## config.mk

```make
export PLATFORM = sky130hd
export DESIGN_NAME = bss_status_regs
export DESIGN_NICKNAME = d
export VERILOG_FILES = /design/src/verilog/bss_pkg.sv /design/src/verilog/bss_status_regs.sv /design/src/verilog/bss_event_flag.sv /design/src/verilog/bss_avmm_slave.sv
export VERILOG_INCLUDE_DIRS = /design/src /design/src/verilog
export SDC_FILE = /design/constraint.sdc
export NUM_CORES = 1
export LEC_CHECK = 0
export ABC_CLOCK_PERIOD_IN_PS = 4450
export BUFFER_PORTS_ARGS = -buffer_cell sky130_fd_sc_hd__buf_4
export CORE_MARGIN = 5
export CORE_UTILIZATION = 37
export DETAILED_ROUTE_END_ITERATION = 8
export PLACE_DENSITY = 0.88
export SLEW_MARGIN = 20
export SYNTH_ARGS = -nofsm -noshare
export SYNTH_HDL_FRONTEND = slang
export SYNTH_SLANG_ARGS = --single-unit
```

## constraint.sdc

```tcl
create_clock -name ref_clk -period 4.45 [get_ports ref_clk]
set_input_delay 0.445 -clock ref_clk [delete_from_list [all_inputs] [get_ports ref_clk]]
set_output_delay 0.445 -clock ref_clk [all_outputs]
set_load 0.02 [all_outputs]
```

## src/verilog/bss_map.svh

```systemverilog
`ifndef BSS_MAP_SVH
`define BSS_MAP_SVH

// register byte address: command half low, status half high
`define BSS_ADDR_STATUS 8'h44
`define BSS_ADDR_W 8

// field positions in the 32-bit word
`define BSS_BIT_PAR_EN 6
`define BSS_BIT_INTX 19
`define BSS_BIT_CAP_LIST 20
`define BSS_BIT_CAP_66 21
`define BSS_BIT_FBB 23
`define BSS_BIT_MDPE 24
`define BSS_TIMING_LSB 25
`define BSS_BIT_SIG_TABORT 27
`define BSS_BIT_RCV_TABORT 28
`define BSS_BIT_RCV_MABORT 29
`define BSS_BIT_SIG_SERR 30
`define BSS_BIT_DET_PERR 31

// byte lanes holding writable bits
`define BSS_LANE_CMD 0
`define BSS_LANE_FLAGS 3

// reset and constant values
`define BSS_PAR_EN_RST 1'h0
`define BSS_FLAG_RST 1'h0
`define BSS_CAP_LIST_VAL 1'h1
`define BSS_TIMING_FWD 2'h1
`define BSS_TIMING_REV 2'h0

// bus answer latency in cycles after a request is first seen
`define BSS_BUS_LATENCY 1

`endif

```

## src/verilog/bss_pkg.sv

```systemverilog
package bss_pkg;
  typedef enum logic {
    BSS_BUS_IDLE,
    BSS_BUS_ANSWER
  } bss_bus_state_t;

  typedef logic [31:0] bss_word_t;
endpackage

```

## src/verilog/bss_status_regs.sv

```systemverilog
// Overview of operation
// - bit 19 reads 1 while a secondary INTx message request is pending.
// - bit 20 always reads 1, capability list present at 34h.
// - bit 21 reads 1 in forward bridge mode, 0 in reverse.
// - bit 23 reads 1 only forward with secondary in conventional PCI mode.
// - bit 24 needs parity response enable; reverse: poisoned completion or write.
// - forward: bit 24 on read parity error or parity pin during writes.
// - forward: bit 24 on split completion message reporting write parity error.
// - bits 26:25 read 01 forward, 00 reverse.
// - reverse: bit 27 set when completing a request with completer abort.
// - forward: bit 27 set when signalling target abort.
// - reverse: bit 28 set when completer abort completion received.
// - forward: bit 28 set when target abort detected.
// - reverse: bit 29 set when unsupported request completion received.
// - forward: bit 29 set when master abort detected.
// - reverse: bit 30 set when sending fatal or non-fatal error message.
// - forward: bit 30 set while driving the system error pin.
// - reverse: bit 31 set on poisoned packet, ignoring parity enable.
// - forward: bit 31 set on address or data parity error.
// - bit 6 is read-write parity response enable gating bit 24.
`timescale 1ns/10ps
`default_nettype none
`include "bss_map.svh"

module bss_status_regs (
  input wire logic ref_clk,
  input wire logic rst,
  input wire logic [7:0] address,
  input wire logic read,
  input wire logic write,
  input wire logic [31:0] writedata,
  input wire logic [3:0] byteenable,
  output logic [31:0] readdata,
  output logic waitrequest,
  input wire logic fwd_bridge,
  input wire logic sec_pci_mode,
  input wire logic intx_pending,
  input wire logic rev_poisoned_cpl_rx,
  input wire logic rev_write_poisoned,
  input wire logic fwd_read_parity_err,
  input wire logic fwd_write_phase,
  input wire logic bus_parity_error_pin_n,
  input wire logic fwd_split_msg_parity_err,
  input wire logic rev_cpl_abort_sent,
  input wire logic fwd_target_abort_signaled,
  input wire logic rev_cpl_abort_rx,
  input wire logic fwd_target_abort_detected,
  input wire logic rev_cpl_ur_rx,
  input wire logic fwd_master_abort_detected,
  input wire logic rev_err_msg_sent,
  input wire logic system_error_pin_n,
  input wire logic rev_poisoned_tlp_rx,
  input wire logic fwd_addr_parity_err,
  input wire logic fwd_data_parity_err
);
  logic par_en_q;
  logic wr_stb;
  logic hit;
  logic mdpe_set;
  logic [5:0] flag_set;
  logic [5:0] flag_clr;
  logic [5:0] flag;
  logic [1:0] timing;
  bss_pkg::bss_word_t status_word;

  bss_avmm_slave u_slave (
    .ref_clk(ref_clk),
    .rst(rst),
    .address(address),
    .read(read),
    .write(write),
    .rd_word(status_word),
    .waitrequest(waitrequest),
    .readdata(readdata),
    .wr_stb(wr_stb),
    .hit(hit)
  );

  // parity response enable in the command half
  always_ff @(posedge ref_clk) begin
    if (rst) begin
      par_en_q <= `BSS_PAR_EN_RST;
    end else if (wr_stb & byteenable[`BSS_LANE_CMD]) begin
      par_en_q <= writedata[`BSS_BIT_PAR_EN];
    end
  end

  always_comb begin
    if (fwd_bridge) begin
      mdpe_set = par_en_q & (fwd_read_parity_err
        | (fwd_write_phase & ~bus_parity_error_pin_n)
        | fwd_split_msg_parity_err);
    end else begin
      mdpe_set = par_en_q & (rev_poisoned_cpl_rx | rev_write_poisoned);
    end
  end

  // flag order: mdpe, sig tabort, rcv tabort, rcv mabort, sig serr, det perr
  assign flag_set[0] = mdpe_set;
  assign flag_set[1] = fwd_bridge ? fwd_target_abort_signaled : rev_cpl_abort_sent;
  assign flag_set[2] = fwd_bridge ? fwd_target_abort_detected : rev_cpl_abort_rx;
  assign flag_set[3] = fwd_bridge ? fwd_master_abort_detected : rev_cpl_ur_rx;
  assign flag_set[4] = fwd_bridge ? ~system_error_pin_n : rev_err_msg_sent;
  assign flag_set[5] = fwd_bridge ? (fwd_addr_parity_err | fwd_data_parity_err)
    : rev_poisoned_tlp_rx;

  // write one to clear, byte lane 3 only
  assign flag_clr = {6{wr_stb & byteenable[`BSS_LANE_FLAGS]}} & {
    writedata[`BSS_BIT_DET_PERR],
    writedata[`BSS_BIT_SIG_SERR],
    writedata[`BSS_BIT_RCV_MABORT],
    writedata[`BSS_BIT_RCV_TABORT],
    writedata[`BSS_BIT_SIG_TABORT],
    writedata[`BSS_BIT_MDPE]};

  genvar gi;
  generate
    for (gi = 0; gi < 6; gi = gi + 1) begin : g_flag
      bss_event_flag u_flag (
        .ref_clk(ref_clk),
        .rst(rst),
        .set_in(flag_set[gi]),
        .clr_in(flag_clr[gi]),
        .flag(flag[gi])
      );
    end
  endgenerate

  assign timing = fwd_bridge ? `BSS_TIMING_FWD : `BSS_TIMING_REV;

  always_comb begin
    status_word = 32'h00000000;
    status_word[`BSS_BIT_PAR_EN] = par_en_q;
    status_word[`BSS_BIT_INTX] = intx_pending;
    status_word[`BSS_BIT_CAP_LIST] = `BSS_CAP_LIST_VAL;
    status_word[`BSS_BIT_CAP_66] = fwd_bridge;
    status_word[`BSS_BIT_FBB] = fwd_bridge & sec_pci_mode;
    status_word[`BSS_BIT_MDPE] = flag[0];
    status_word[`BSS_TIMING_LSB +: 2] = timing;
    status_word[`BSS_BIT_SIG_TABORT] = flag[1];
    status_word[`BSS_BIT_RCV_TABORT] = flag[2];
    status_word[`BSS_BIT_RCV_MABORT] = flag[3];
    status_word[`BSS_BIT_SIG_SERR] = flag[4];
    status_word[`BSS_BIT_DET_PERR] = flag[5];
  end

  // checks
  logic rd_ans;
  logic wr_clr;
  assign rd_ans = read & ~waitrequest & hit;
  assign wr_clr = wr_stb & byteenable[`BSS_LANE_FLAGS];

  property p_intx;
    @(posedge ref_clk) disable iff (rst)
      read & waitrequest & hit ##1 rd_ans |-> readdata[19] == $past(intx_pending);
  endproperty
  a_intx: assert property (p_intx) else $error("intx bit wrong");

  property p_cap;
    @(posedge ref_clk) disable iff (rst)
      rd_ans |-> readdata[20] == 1'h1;
  endproperty
  a_cap: assert property (p_cap) else $error("capability bit not 1");

  property p_m66;
    @(posedge ref_clk) disable iff (rst)
      read & waitrequest & hit ##1 rd_ans |-> readdata[21] == $past(fwd_bridge);
  endproperty
  a_m66: assert property (p_m66) else $error("66 MHz bit wrong");

  property p_fbb;
    @(posedge ref_clk) disable iff (rst)
      read & waitrequest & hit ##1 rd_ans
        |-> readdata[23] == $past(fwd_bridge & sec_pci_mode);
  endproperty
  a_fbb: assert property (p_fbb) else $error("fast back-to-back bit wrong");

  property p_mdpe_gate;
    @(posedge ref_clk) disable iff (rst)
      $rose(flag[0]) |-> $past(par_en_q);
  endproperty
  a_mdpe_gate: assert property (p_mdpe_gate) else $error("mdpe set while disabled");

  property p_mdpe_rev;
    @(posedge ref_clk) disable iff (rst)
      ~fwd_bridge & par_en_q & (rev_poisoned_cpl_rx | rev_write_poisoned) |=> flag[0];
  endproperty
  a_mdpe_rev: assert property (p_mdpe_rev) else $error("mdpe missed reverse");

  property p_mdpe_pin;
    @(posedge ref_clk) disable iff (rst)
      fwd_bridge & par_en_q & fwd_write_phase & ~bus_parity_error_pin_n
        |=> flag[0] [*1] ##1 (flag[0] | $past(wr_clr));
  endproperty
  a_mdpe_pin: assert property (p_mdpe_pin) else $error("mdpe missed parity pin");

  property p_mdpe_rd;
    @(posedge ref_clk) disable iff (rst)
      fwd_bridge & par_en_q & fwd_read_parity_err |=> flag[0];
  endproperty
  a_mdpe_rd: assert property (p_mdpe_rd) else $error("mdpe missed read parity");

  property p_mdpe_split;
    @(posedge ref_clk) disable iff (rst)
      fwd_bridge & par_en_q & fwd_split_msg_parity_err |=> flag[0];
  endproperty
  a_mdpe_split: assert property (p_mdpe_split) else $error("mdpe missed split msg");

  property p_timing;
    @(posedge ref_clk) disable iff (rst)
      read & waitrequest & hit ##1 rd_ans
        |-> readdata[26:25] == ($past(fwd_bridge) ? 2'h1 : 2'h0);
  endproperty
  a_timing: assert property (p_timing) else $error("timing field wrong");

  property p_sta_rev;
    @(posedge ref_clk) disable iff (rst)
      ~fwd_bridge & rev_cpl_abort_sent |=> flag[1];
  endproperty
  a_sta_rev: assert property (p_sta_rev) else $error("signaled abort missed");

  property p_sta_fwd;
    @(posedge ref_clk) disable iff (rst)
      fwd_bridge & fwd_target_abort_signaled |=> flag[1];
  endproperty
  a_sta_fwd: assert property (p_sta_fwd) else $error("signaled abort missed");

  property p_rta;
    @(posedge ref_clk) disable iff (rst)
      (fwd_bridge ? fwd_target_abort_detected : rev_cpl_abort_rx) |=> flag[2];
  endproperty
  a_rta: assert property (p_rta) else $error("received abort missed");

  property p_rma;
    @(posedge ref_clk) disable iff (rst)
      (fwd_bridge ? fwd_master_abort_detected : rev_cpl_ur_rx) |=> flag[3];
  endproperty
  a_rma: assert property (p_rma) else $error("master abort missed");

  property p_serr;
    @(posedge ref_clk) disable iff (rst)
      (fwd_bridge ? ~system_error_pin_n : rev_err_msg_sent) |=> flag[4];
  endproperty
  a_serr: assert property (p_serr) else $error("system error flag missed");

  property p_dpe_rev;
    @(posedge ref_clk) disable iff (rst)
      ~fwd_bridge & rev_poisoned_tlp_rx |=> flag[5];
  endproperty
  a_dpe_rev: assert property (p_dpe_rev) else $error("poisoned tlp missed");

  property p_dpe_fwd;
    @(posedge ref_clk) disable iff (rst)
      fwd_bridge & (fwd_addr_parity_err | fwd_data_parity_err) |=> flag[5];
  endproperty
  a_dpe_fwd: assert property (p_dpe_fwd) else $error("parity error missed");

  property p_par_en;
    @(posedge ref_clk) disable iff (rst)
      wr_stb & byteenable[0] |=> par_en_q == $past(writedata[6]);
  endproperty
  a_par_en: assert property (p_par_en) else $error("parity enable not written");

  property p_par_en_hold;
    @(posedge ref_clk) disable iff (rst)
      ~(wr_stb & byteenable[0]) |=> $stable(par_en_q);
  endproperty
  a_par_en_hold: assert property (p_par_en_hold) else $error("parity enable moved");

  property p_clear;
    @(posedge ref_clk) disable iff (rst)
      wr_clr & writedata[31] & ~flag_set[5] |=> ~flag[5];
  endproperty
  a_clear: assert property (p_clear) else $error("flag not cleared");

  property p_sticky;
    @(posedge ref_clk) disable iff (rst)
      flag[2] & ~(wr_clr & writedata[28]) |=> flag[2];
  endproperty
  a_sticky: assert property (p_sticky) else $error("flag dropped itself");

  property p_reserved;
    @(posedge ref_clk) disable iff (rst)
      rd_ans |-> readdata[18:16] == 3'h0 && readdata[22] == 1'h0;
  endproperty
  a_reserved: assert property (p_reserved) else $error("reserved bits set");

  property p_reset;
    @(posedge ref_clk)
      rst |=> flag == 6'h00 && par_en_q == 1'h0;
  endproperty
  a_reset: assert property (p_reset) else $error("reset values wrong");

  property p_bus_answer;
    @(posedge ref_clk) disable iff (rst)
      (read | write) & waitrequest |=> ~waitrequest;
  endproperty
  a_bus_answer: assert property (p_bus_answer) else $error("bus answer late");

  // flags rise only from the event of the current mode
  property p_sta_cause;
    @(posedge ref_clk) disable iff (rst)
      $rose(flag[1]) |-> $past(fwd_bridge ? fwd_target_abort_signaled : rev_cpl_abort_sent);
  endproperty
  a_sta_cause: assert property (p_sta_cause) else $error("signaled abort wrong mode");

  property p_serr_cause;
    @(posedge ref_clk) disable iff (rst)
      $rose(flag[4]) |-> $past(fwd_bridge ? ~system_error_pin_n : rev_err_msg_sent);
  endproperty
  a_serr_cause: assert property (p_serr_cause) else $error("system error wrong mode");

  property p_dpe_cause;
    @(posedge ref_clk) disable iff (rst)
      $rose(flag[5]) |-> $past(fwd_bridge ? (fwd_addr_parity_err | fwd_data_parity_err)
        : rev_poisoned_tlp_rx);
  endproperty
  a_dpe_cause: assert property (p_dpe_cause) else $error("parity flag wrong mode");

  property p_clear_mdpe;
    @(posedge ref_clk) disable iff (rst)
      wr_clr & writedata[24] & ~mdpe_set |=> ~flag[0];
  endproperty
  a_clear_mdpe: assert property (p_clear_mdpe) else $error("mdpe not cleared");

  // writes land only in the answer cycle
  property p_wr_answer;
    @(posedge ref_clk) disable iff (rst)
      wr_stb |-> write & ~waitrequest;
  endproperty
  a_wr_answer: assert property (p_wr_answer) else $error("write outside answer");

  property p_rd_hold;
    @(posedge ref_clk) disable iff (rst)
      ~(read & waitrequest) |=> $stable(readdata);
  endproperty
  a_rd_hold: assert property (p_rd_hold) else $error("read data moved");

  property p_unmapped_rd;
    @(posedge ref_clk) disable iff (rst)
      read & waitrequest & ~hit |=> readdata == 32'h00000000;
  endproperty
  a_unmapped_rd: assert property (p_unmapped_rd) else $error("unmapped read not zero");

  c_read: cover property (@(posedge ref_clk) disable iff (rst) rd_ans);
  c_clear: cover property (@(posedge ref_clk) disable iff (rst) wr_clr & |flag);
  c_set_clr: cover property (@(posedge ref_clk) disable iff (rst) |(flag_set & flag_clr));
  c_mdpe_rev: cover property (@(posedge ref_clk) disable iff (rst) ~fwd_bridge & mdpe_set);
  c_mdpe_fwd: cover property (@(posedge ref_clk) disable iff (rst) fwd_bridge & mdpe_set);
endmodule
`default_nettype wire

```

## src/verilog/bss_event_flag.sv

```systemverilog
`timescale 1ns/10ps
`default_nettype none
`include "bss_map.svh"

module bss_event_flag (
  input wire logic ref_clk,
  input wire logic rst,
  input wire logic set_in,
  input wire logic clr_in,
  output logic flag
);
  logic flag_q;

  // set wins over a clear in the same cycle
  always_ff @(posedge ref_clk) begin
    if (rst) begin
      flag_q <= `BSS_FLAG_RST;
    end else if (set_in) begin
      flag_q <= 1'h1;
    end else if (clr_in) begin
      flag_q <= 1'h0;
    end
  end

  assign flag = flag_q;
endmodule
`default_nettype wire

```

## src/verilog/bss_avmm_slave.sv

```systemverilog
`timescale 1ns/10ps
`default_nettype none
`include "bss_map.svh"

module bss_avmm_slave (
  input wire logic ref_clk,
  input wire logic rst,
  input wire logic [7:0] address,
  input wire logic read,
  input wire logic write,
  input wire bss_pkg::bss_word_t rd_word,
  output logic waitrequest,
  output bss_pkg::bss_word_t readdata,
  output logic wr_stb,
  output logic hit
);
  bss_pkg::bss_bus_state_t state_q;
  bss_pkg::bss_word_t readdata_q;

  function automatic logic addr_hit(input logic [7:0] a);
    addr_hit = (a == `BSS_ADDR_STATUS);
  endfunction

  assign hit = addr_hit(address);
  // first cycle of a request waits, second one answers
  assign waitrequest = (read | write) & (state_q == bss_pkg::BSS_BUS_IDLE);
  assign wr_stb = write & (state_q == bss_pkg::BSS_BUS_ANSWER) & hit;
  assign readdata = readdata_q;

  always_ff @(posedge ref_clk) begin
    if (rst) begin
      state_q <= bss_pkg::BSS_BUS_IDLE;
    end else begin
      case (state_q)
        bss_pkg::BSS_BUS_IDLE: begin
          if (read | write) begin
            state_q <= bss_pkg::BSS_BUS_ANSWER;
          end
        end
        bss_pkg::BSS_BUS_ANSWER: begin
          state_q <= bss_pkg::BSS_BUS_IDLE;
        end
        default: begin
          state_q <= bss_pkg::BSS_BUS_IDLE;
        end
      endcase
    end
  end

  // unmapped reads return zero
  always_ff @(posedge ref_clk) begin
    if (rst) begin
      readdata_q <= 32'h00000000;
    end else if (read & (state_q == bss_pkg::BSS_BUS_IDLE)) begin
      readdata_q <= addr_hit(address) ? rd_word : 32'h00000000;
    end
  end
endmodule
`default_nettype wire

```

* Word-level counts from Yosys, hierarchy flattened
Cells that the tools add are included.
Word-level totals: register bits after elaboration 40, bits of input ports 68, output and inout port bits 33
Operators by class: muxes and demuxes 22, bitwise operators 19, reductions and logical operators 6, equal/unequal tests 1
Operators by type and width (count):
- $mux W32 | 1
- $mux W1 | 20
- $reduce_bool A2 Y1 | 6
- $and A1 B1 Y1 | 10
- $eq A8 B7 Y1 const B | 1
- $and A6 B6 Y6 | 1
- $or A1 B1 Y1 | 5
- $not A1 Y1 | 3
- $pmux W1 S2 | 1

* Depth between registers and ports, before layout
Gate-level depths: netlist of run 1.
depth after elaboration 7, mapped depth 4, gate-level depth less buffers 3

* Modules after synthesis
A second synthesis of run 1 with hierarchy kept.
Second synthesis, totals: cell total of the unflattened synthesis 131, area total of the unflattened synthesis 1515.2 µm²
Modules (own cells, without submodules):
- bss_avmm_slave | cells each 81, seq. area each 660.6 µm², area an instance 1078.5 µm², times used 1
- bss_event_flag | cells each 4, seq. area each 20.0 µm², area an instance 38.8 µm², times used 6
- bss_status_regs | cells each 26, seq. area each 20.0 µm², area an instance 203.9 µm², times used 1

* Least setup slack after synthesis of run 1
No wires, ideal clock.
kind input-to-reg, start input port address[1], end register par_en_q, path buffers 1, arrival time 1.686 ns, library setup time 0.070 ns, slack 2.693 ns, cell stages on the path 4, path through or4_4 -> buf_6 -> or4_1 -> a21oi_1
On the way: word-level cells in the longest chain between the ends 3
Ends and longest elaborated chain:
- start: declaration | line bss_status_regs.sv:28 | input wire logic [7:0] address,
- $eq A8 B7 Y1 (no line)
- $and A1 B1 Y1 | line bss_avmm_slave.sv:27 | assign wr_stb = write & (state_q == bss_pkg::BSS_BUS_ANSWER) & hit;
- $and A1 B1 Y1 | line bss_status_regs.sv:83 | end else if (wr_stb & byteenable[`BSS_LANE_CMD]) begin
- end signal: assignment | line bss_status_regs.sv:82 | par_en_q <= `BSS_PAR_EN_RST;
- end signal: assignment | line bss_status_regs.sv:84 | par_en_q <= writedata[`BSS_BIT_PAR_EN];
- end: declaration | line bss_status_regs.sv:56 | logic par_en_q;
Every way passes these cells. A chain may end at the register's enable or synchronous reset.

* Worst setup path in the final report of run 1
start input port address[1], end register u_slave.readdata_q[6] (netlist: u_slave.readdata[6])
On the way: word-level cells in the longest chain between the ends 2
Ends and longest elaborated chain:
- $eq A8 B7 Y1 (no line)
- $mux W32 | line bss_avmm_slave.sv:55 | readdata_q <= addr_hit(address) ? rd_word : 32'h00000000;
- end signal: assignment | line bss_avmm_slave.sv:55
- end: declaration | line bss_avmm_slave.sv:18 | bss_pkg::bss_word_t readdata_q;
Every way passes these cells.

==> results by group, run 1 <==
Clocking
  – Clk sink count: 19
  – # hold bufs at CTS: 0
  – CTS buffer count: 3
  – Clk_lat worst skew: 0.29 ns
  – # resized after CTS: 0
  – Reg clk slew, reported paths: approximately 0.10 ns
  – CTS tree: done
  – # Post-CTS Setup Buffers: 0
  – Longest Clk Path Bufs: 2
  – CTS Root Cell: clkbuf_4
  – CTS H-Tree Depth: 1

Place
  – RePlAce Congestion: about 0.74
  – DP Cell Count: 183
  – Pre-CTS setup slack: between 2 and 2.5 ns
  – HPWL after DPL: between 2000 and 2500 um
  – Port-buffer cells: between 50 and 60
  – Placed cell areas: 1300 um2

Min path
  – Hold WC Path Type: input pin to flip-flop

Routing
  – Routed vias: roughly 930
  – Wirelength per Cell: 13.9 um
  – Routed WL: between 2000 and 3000 um
  – DRT iter0 DRCs: 31
  – DRC Markers: 0
  – DRT Pass-1 Iters: 4
  – Final antenna-violating net count: 0
  – Vias/cell: 4.95

Setup path
  – Critical path type: input pin to flip-flop
  – Crit-path cells: buf_4, or4_4, nor4_4, a22o_1
  – Critical Path Slowest Stage Cell: or4_4
  – Worst endpoint required time: between 4 and 5 ns
  – CP Capture Type: flip-flop
  – Worst R2R Setup Slack: 3.16 ns
  – CP max FO: 9
  – Critical Path Max Stage Delay: between 0.6 and 0.7 ns
  – Crit path DAT: 1.89 ns
  – CP startpoint kind: input pin

Power and ir drop
  – PwrDens: ~250 nW/um2
  – VDD IR max: 0.171 mV
  – Total power draw: between 300 and 400 uW
  – Leak: 0.622 nW

Finish
  – Post-route non-filler standard cell count: 187
  – Area delta synth->final: 36.1%
  – Final core occ: 53.2%
  – Design area: around 1300 um2
  – Nets: 226
  – # fillers: around 240
  – N_diodes: 0
  – Share of layout cells above drive strength 1: between 30% and 40%

Yosys
  – Mapped Avg Cell Area: slightly above 9 um2
  – Synth top area cells: dfxtp_1 39%, buf_4 16%, a22o_1 7.2%
  – Ys Warns: 0
  – Post-synth EDFFs: 0
  – Leading area contributor after synthesis: dfxtp_1
  – Post-synth cell types: 28
  – Area of the mapped netlist: 977 um2
  – Ys flop type: dfxtp_1
  – Synth top cells by count: 21 x buf_4, 19 x dfxtp_1, 10 x nand2_1, 9 x a21oi_1, 8 x a22o_1
  – Cells after synthesis: approximately 110
  – Yosys top cell area share: 38.9%
  – Cell with the most instances after synthesis: buf_4
  – Sequential share of the synthesized area: around 40%
  – FF+latch count, synth: 19
  – Fraction of registers with async set/reset: 0%

STA
  – TNS Setup: 0 ns
  – Min Hold Slack: 0.360 ns
  – Final worst path period need: approximately 1.6 ns
  – Setup ws final: 2.80 ns
  – Clock Skews: about 0.00097 ns
  – Relative slew slack: between 60 and 70%
  – Max-slew violation count: 0
  – Final worst path period share: 37.0%
  – Final Hold Fails: 0
  – FMAX: between 0.6 and 0.7 GHz
  – RSZ-0062 raised after global routing: false
  – Worst Tran Pin Value: slightly below 0.6 ns
  – Setup violators final: 0

Global route
  – Total grt overflow: 0
  – Antenna violations before repair: 0
  – Vias in the first global route: roughly 900
  – Total GRT Usage: between 10% and 20%
  – Largest net degree at the start of global routing: 13
  – First-pass GRT wire length: slightly below 4000 um

Job
  – Max cap viols: 0

Die
  – Total core area: between 2000 and 2500 um2
  – Initial core utilization: 39.1%
  – Die ar.: around 3800 um2
  – Die width: ~60 um
  – Number of core rows: 18
  – IO Count: between 100 and 150
  – Die Y: 61.4 um

Run status
  – Outcome: completed
metal layers:
layer / wire, um / global-route usage [%] / part of all wire, % / vias up
met2: 1360 / 26.6 / 53 / 42
met3: 237 / 5.03 / 9.1 / 4
met4: 21 / 1.82 / 0.81 / 0
met5: 0 / 0 / 0 / -
li1: - / - / - / 454
met1: 973 / 15.0 / 38 / 425
registers in the layout (all words and copies together), names as in the netlist:
signal	cells
par_en_q	1
g_flag.u_flag.flag	6
u_slave.state_q	1
u_slave.readdata	11
cell type report:
type	instances	area (um2)	share of cell area (%)
tap	30	37.5	2.82
inverter	1	3.75	0.282
timing repair buffer	53	398	29.9
multi-input combinational	80	484	36.4
sequential	19	380	28.6
clock buffer	4	26.3	1.98
kinds of logic (layout without fill, tap and decap cells):
| group | count (synthesis) | in the layout | share of synthesized area [%] |
|---|---|---|---|
| buffers and inverters | 26 | 58 | 18.8 |
| other | 1 | 20 | 0.384 |
| flip-flops | 19 | 19 | 38.9 |
| AND/OR/NAND/NOR | 28 | 28 | 17.0 |
| multiplexers | 3 | 3 | 3.07 |
| AO/OA/AOI/OAI | 29 | 29 | 21.8 |
where the power goes:
group	total [mW]	internal (mW)	leakage, nW	switching (mW)
combinational	0.0695	0.0317	0.452	0.0378
sequential	0.178	0.174	0.155	0.00305
clock	0.0869	0.0349	0.0150	0.0520
total	0.334	0.241	0.622	0.0929
cell usage in the layout, fill, tap and decap left out:
master / n
a21oi_1: 9
a22o_1: 8
a31o_2: 1
a32o_1: 1
buf_4: 53
clkbuf_1: 1
clkbuf_4: 3
conb_1: 20
dfxtp_1: 19
inv_1: 1
mux2i_1: 3
nand2_1: 10
nand2b_1: 3
nand3_1: 2
nand4_1: 1
nand4bb_1: 1
nor2_1: 4
nor2b_1: 1
nor3_1: 1
nor4_1: 1
nor4_4: 1
nor4bb_1: 1
o21ai_0: 1
o22ai_1: 1
o31ai_1: 2
o41ai_1: 6
or4_1: 1
or4_4: 1
path summary, 6_finish.rpt:
path	endpoint	cells past startpoint	startpoint
min	u_slave.readdata[19]$_SDFFE_PP0P_	2	intx_pending
max reg2reg	u_slave.readdata[6]$_SDFFE_PP0P_	3	u_slave.state_q$_SDFF_PP0_
max	u_slave.readdata[6]$_SDFFE_PP0P_	4	address[1]
min reg2reg	u_slave.readdata[20]$_SDFFE_PP0P_	2	u_slave.readdata[20]$_SDFFE_PP0P_
critical path: cells and delay by family:
kind / cells / cell delay, ns
AO/OA/AOI/OAI: 1 / 0.23
buffers and inverters: 1 / 0.11
AND/OR/NAND/NOR: 2 / 1.10
(Power assumes the default switching activity.)
==> inputs of run 2 (changes only) <==
Settings changed: ABC_CLOCK_PERIOD_IN_PS 4450 to 1500, CORE_UTILIZATION 37 to 31, PLACE_DENSITY 0.88 to 0.79.
Clock period 4.45 ns to 1.5 ns, I/O delays scaled along.
==> results by group, run 2 (synthesis gave the netlist of run 1 again) <==
Run status
  – Outcome: completed

Global route
  – Met1 Usage GRT: 14.0% (-1.0 points)
  – Total GRT Usage: 12.0% (-2.0 points)
  – First-pass GRT wire length: 4060 um (+3.9%)
  – Met2 Usage GRT: 20.7% (-5.9 points)
  – M3 GR Usage: 5.61% (+0.58 points)
  – Antenna violations before repair: 0 (unchanged)
  – Vias in the first global route: 911 (-0.65%)
  – Total grt overflow: 0 (unchanged)
  – GRT busiest layer: met2
  – Largest net degree at the start of global routing: 13 (unchanged)

Power and ir drop
  – PwrDens: 720 nW/um2 (+190%)
  – VDD IR max: 0.560 mV (+230%)
  – Leak: 0.637 nW (+2.4%)

Routing
  – DRT iter0 DRCs: 16 (-48%)
  – DRC Markers: 0 (unchanged)
  – DRT Pass-1 Iters: 4 (unchanged)
  – Wirelength per Cell: 12.9 um (-6.8%)
  – Routed WL: 2640 um (+1.7%)
  – Routed vias: 909 (-1.7%)
  – Vias/cell: 4.46 (-9.9%)
  – Final antenna-violating net count: 0 (unchanged)

STA
  – Min Hold Slack: 0.0656 ns (-0.294 ns)
  – Relative slew slack: 54.1% (-6.6 points)
  – Clock Skews: 0.00167 ns (+0.000704 ns)
  – Final worst path period need: ~1.3 ns
  – Final worst path period share: ~87%
  – Setup violators final: 0 (unchanged)
  – Worst Tran Pin Value: 0.685 ns (+0.0988 ns)
  – Final Hold Fails: 0 (unchanged)
  – RSZ-0062 raised after global routing: false
  – Max-slew violation count: 0 (unchanged)
  – Setup ws final: 0.188 ns (-2.61 ns)
  – FMAX: 0.762 GHz

Clocking
  – CTS buffer count: 3 (unchanged)
  – # hold bufs at CTS: 0 (unchanged)
  – CTS tree: done
  – CTS H-Tree Depth: 1 (unchanged)
  – Clk_lat worst skew: 0.29 ns (about the same)
  – # resized after CTS: 0 (unchanged)
  – Reg clk slew, reported paths: 0.10 ns (about the same)
  – Clk sink count: 19 (unchanged)
  – Longest Clk Path Bufs: 2 (unchanged)
  – # Post-CTS Setup Buffers: 0 (unchanged)
  – CTS Root Cell: clkbuf_4

Finish
  – Leading cell type in the layout, fill and taps excluded: buf_4
  – Nets: 229 (+1.3%)
  – Final core occ: 45.2% (-8.0 points)
  – Design area: 1370 um2 (+3.0%)
  – Area delta synth->final: 40.2%
  – Share of layout cells above drive strength 1: 38.8% (+1.2 points)
  – Most frequent cells in the layout: 56 x buf_4, 20 x conb_1, 19 x dfxtp_1, 10 x nand2_1, 9 x a21oi_1
  – Post-route non-filler standard cell count: 204 (+9.1%)
  – # fillers: 311 (+27%)
  – N_diodes: 0 (unchanged)
  – Max reg flops: 11 (unchanged)

Min path
  – Hold path depth: 2 (unchanged)
  – Hold WC Path Type: input pin to flip-flop

Setup path
  – FF-to-FF path depth: 3 (unchanged)
  – Crit path DAT: 1.55 ns (-0.34 ns)
  – CP startpoint kind: flip-flop
  – Critical path type: flip-flop to flip-flop
  – CP Capture Type: flip-flop
  – Worst endpoint required time: 1.74 ns (-2.95 ns)
  – CP max FO: 9 (unchanged)
  – Critical Path Slowest Stage Cell: nor2_1
  – Crit-path cells: nor2b_1, nor2_1, a22o_1
  – Critical Path Max Stage Delay: 0.53 ns (-0.08 ns)

Place
  – DP Cell Count: 200 (+9.3%)
  – Placed cell areas: 1340 um2 (+3.1%)
  – HPWL after DPL: 2140 um (+0.59%)
  – Pre-CTS setup slack: -0.0834 ns (-2.58 ns)
  – Port-buffer cells: 53 (unchanged)
  – RePlAce Congestion: 0.714 (-3.0%)

Die
  – Die ar.: 4380 um2 (+16%)
  – Die Y: 66.1 um (+7.7%)
  – IO Count: 101 (unchanged)
  – Die width: 66.1 um (+7.7%)
  – Number of core rows: 20 (+2)
  – Initial core utilization: 32.3% (-6.8 points)
  – Total core area: 3030 um2 (+21%)

Job
  – Max cap viols: 0 (unchanged)
## run 2: cell count changes in the layout (fill, tap and decap cells not counted)
cell / change
buf_4: +3
## run 2: cell type report
class                           instances  area, um2  share of cell area, %
Clock buffer                            4       26.3                   1.92
Inverter                                1       3.75                  0.274
Multi-Input combinational cell         80        484                   35.3
Sequential cell                        19        380                   27.8
Tap cell                               44       55.1                   4.02
Timing Repair Buffer                   56        420                   30.7
## run 2: per-stage QoR
stage	power [mW]	setup TNS [ns]
global route	1.04	0
detailed placement	0.744	-0.338
global placement	0.741	-0.170
CTS	0.992	0
finish	0.987	0
floorplan	0.679	0
## run 2: routing by layer
layer | part of all wire, % | up-vias
li1 | - | 458
met1 | 39 | 410
met2 | 50 | 41
met3 | 11 | 0
met4 | 0 | 0
met5 | 0 | -
## run 2: power by group
part / leakage (nW) / switching (mW) / internal [mW]
logic: 0.467 / 0.113 / 0.0950
registers: 0.155 / 0.00815 / 0.518
clock network: 0.0150 / 0.150 / 0.104
## run 2: worst paths after layout
path,startpoint,endpoint,slack (ns)
setup / recovery,u_slave.state_q$_SDFF_PP0_,u_slave.readdata[28]$_SDFFE_PP0P_,0.19
hold / removal,intx_pending,u_slave.readdata[19]$_SDFFE_PP0P_,0.07
hold reg to reg,u_slave.readdata[20]$_SDFFE_PP0P_,u_slave.readdata[20]$_SDFFE_PP0P_,0.46
setup reg to reg,u_slave.state_q$_SDFF_PP0_,u_slave.readdata[28]$_SDFFE_PP0P_,0.19
## run 2: critical path, delay by kind of cell (launching register included)
family,cells,cell delay [ns]
AO/OA/AOI/OAI,1,0.23
AND/OR/NAND/NOR,2,0.62
flip-flops,1,0.41
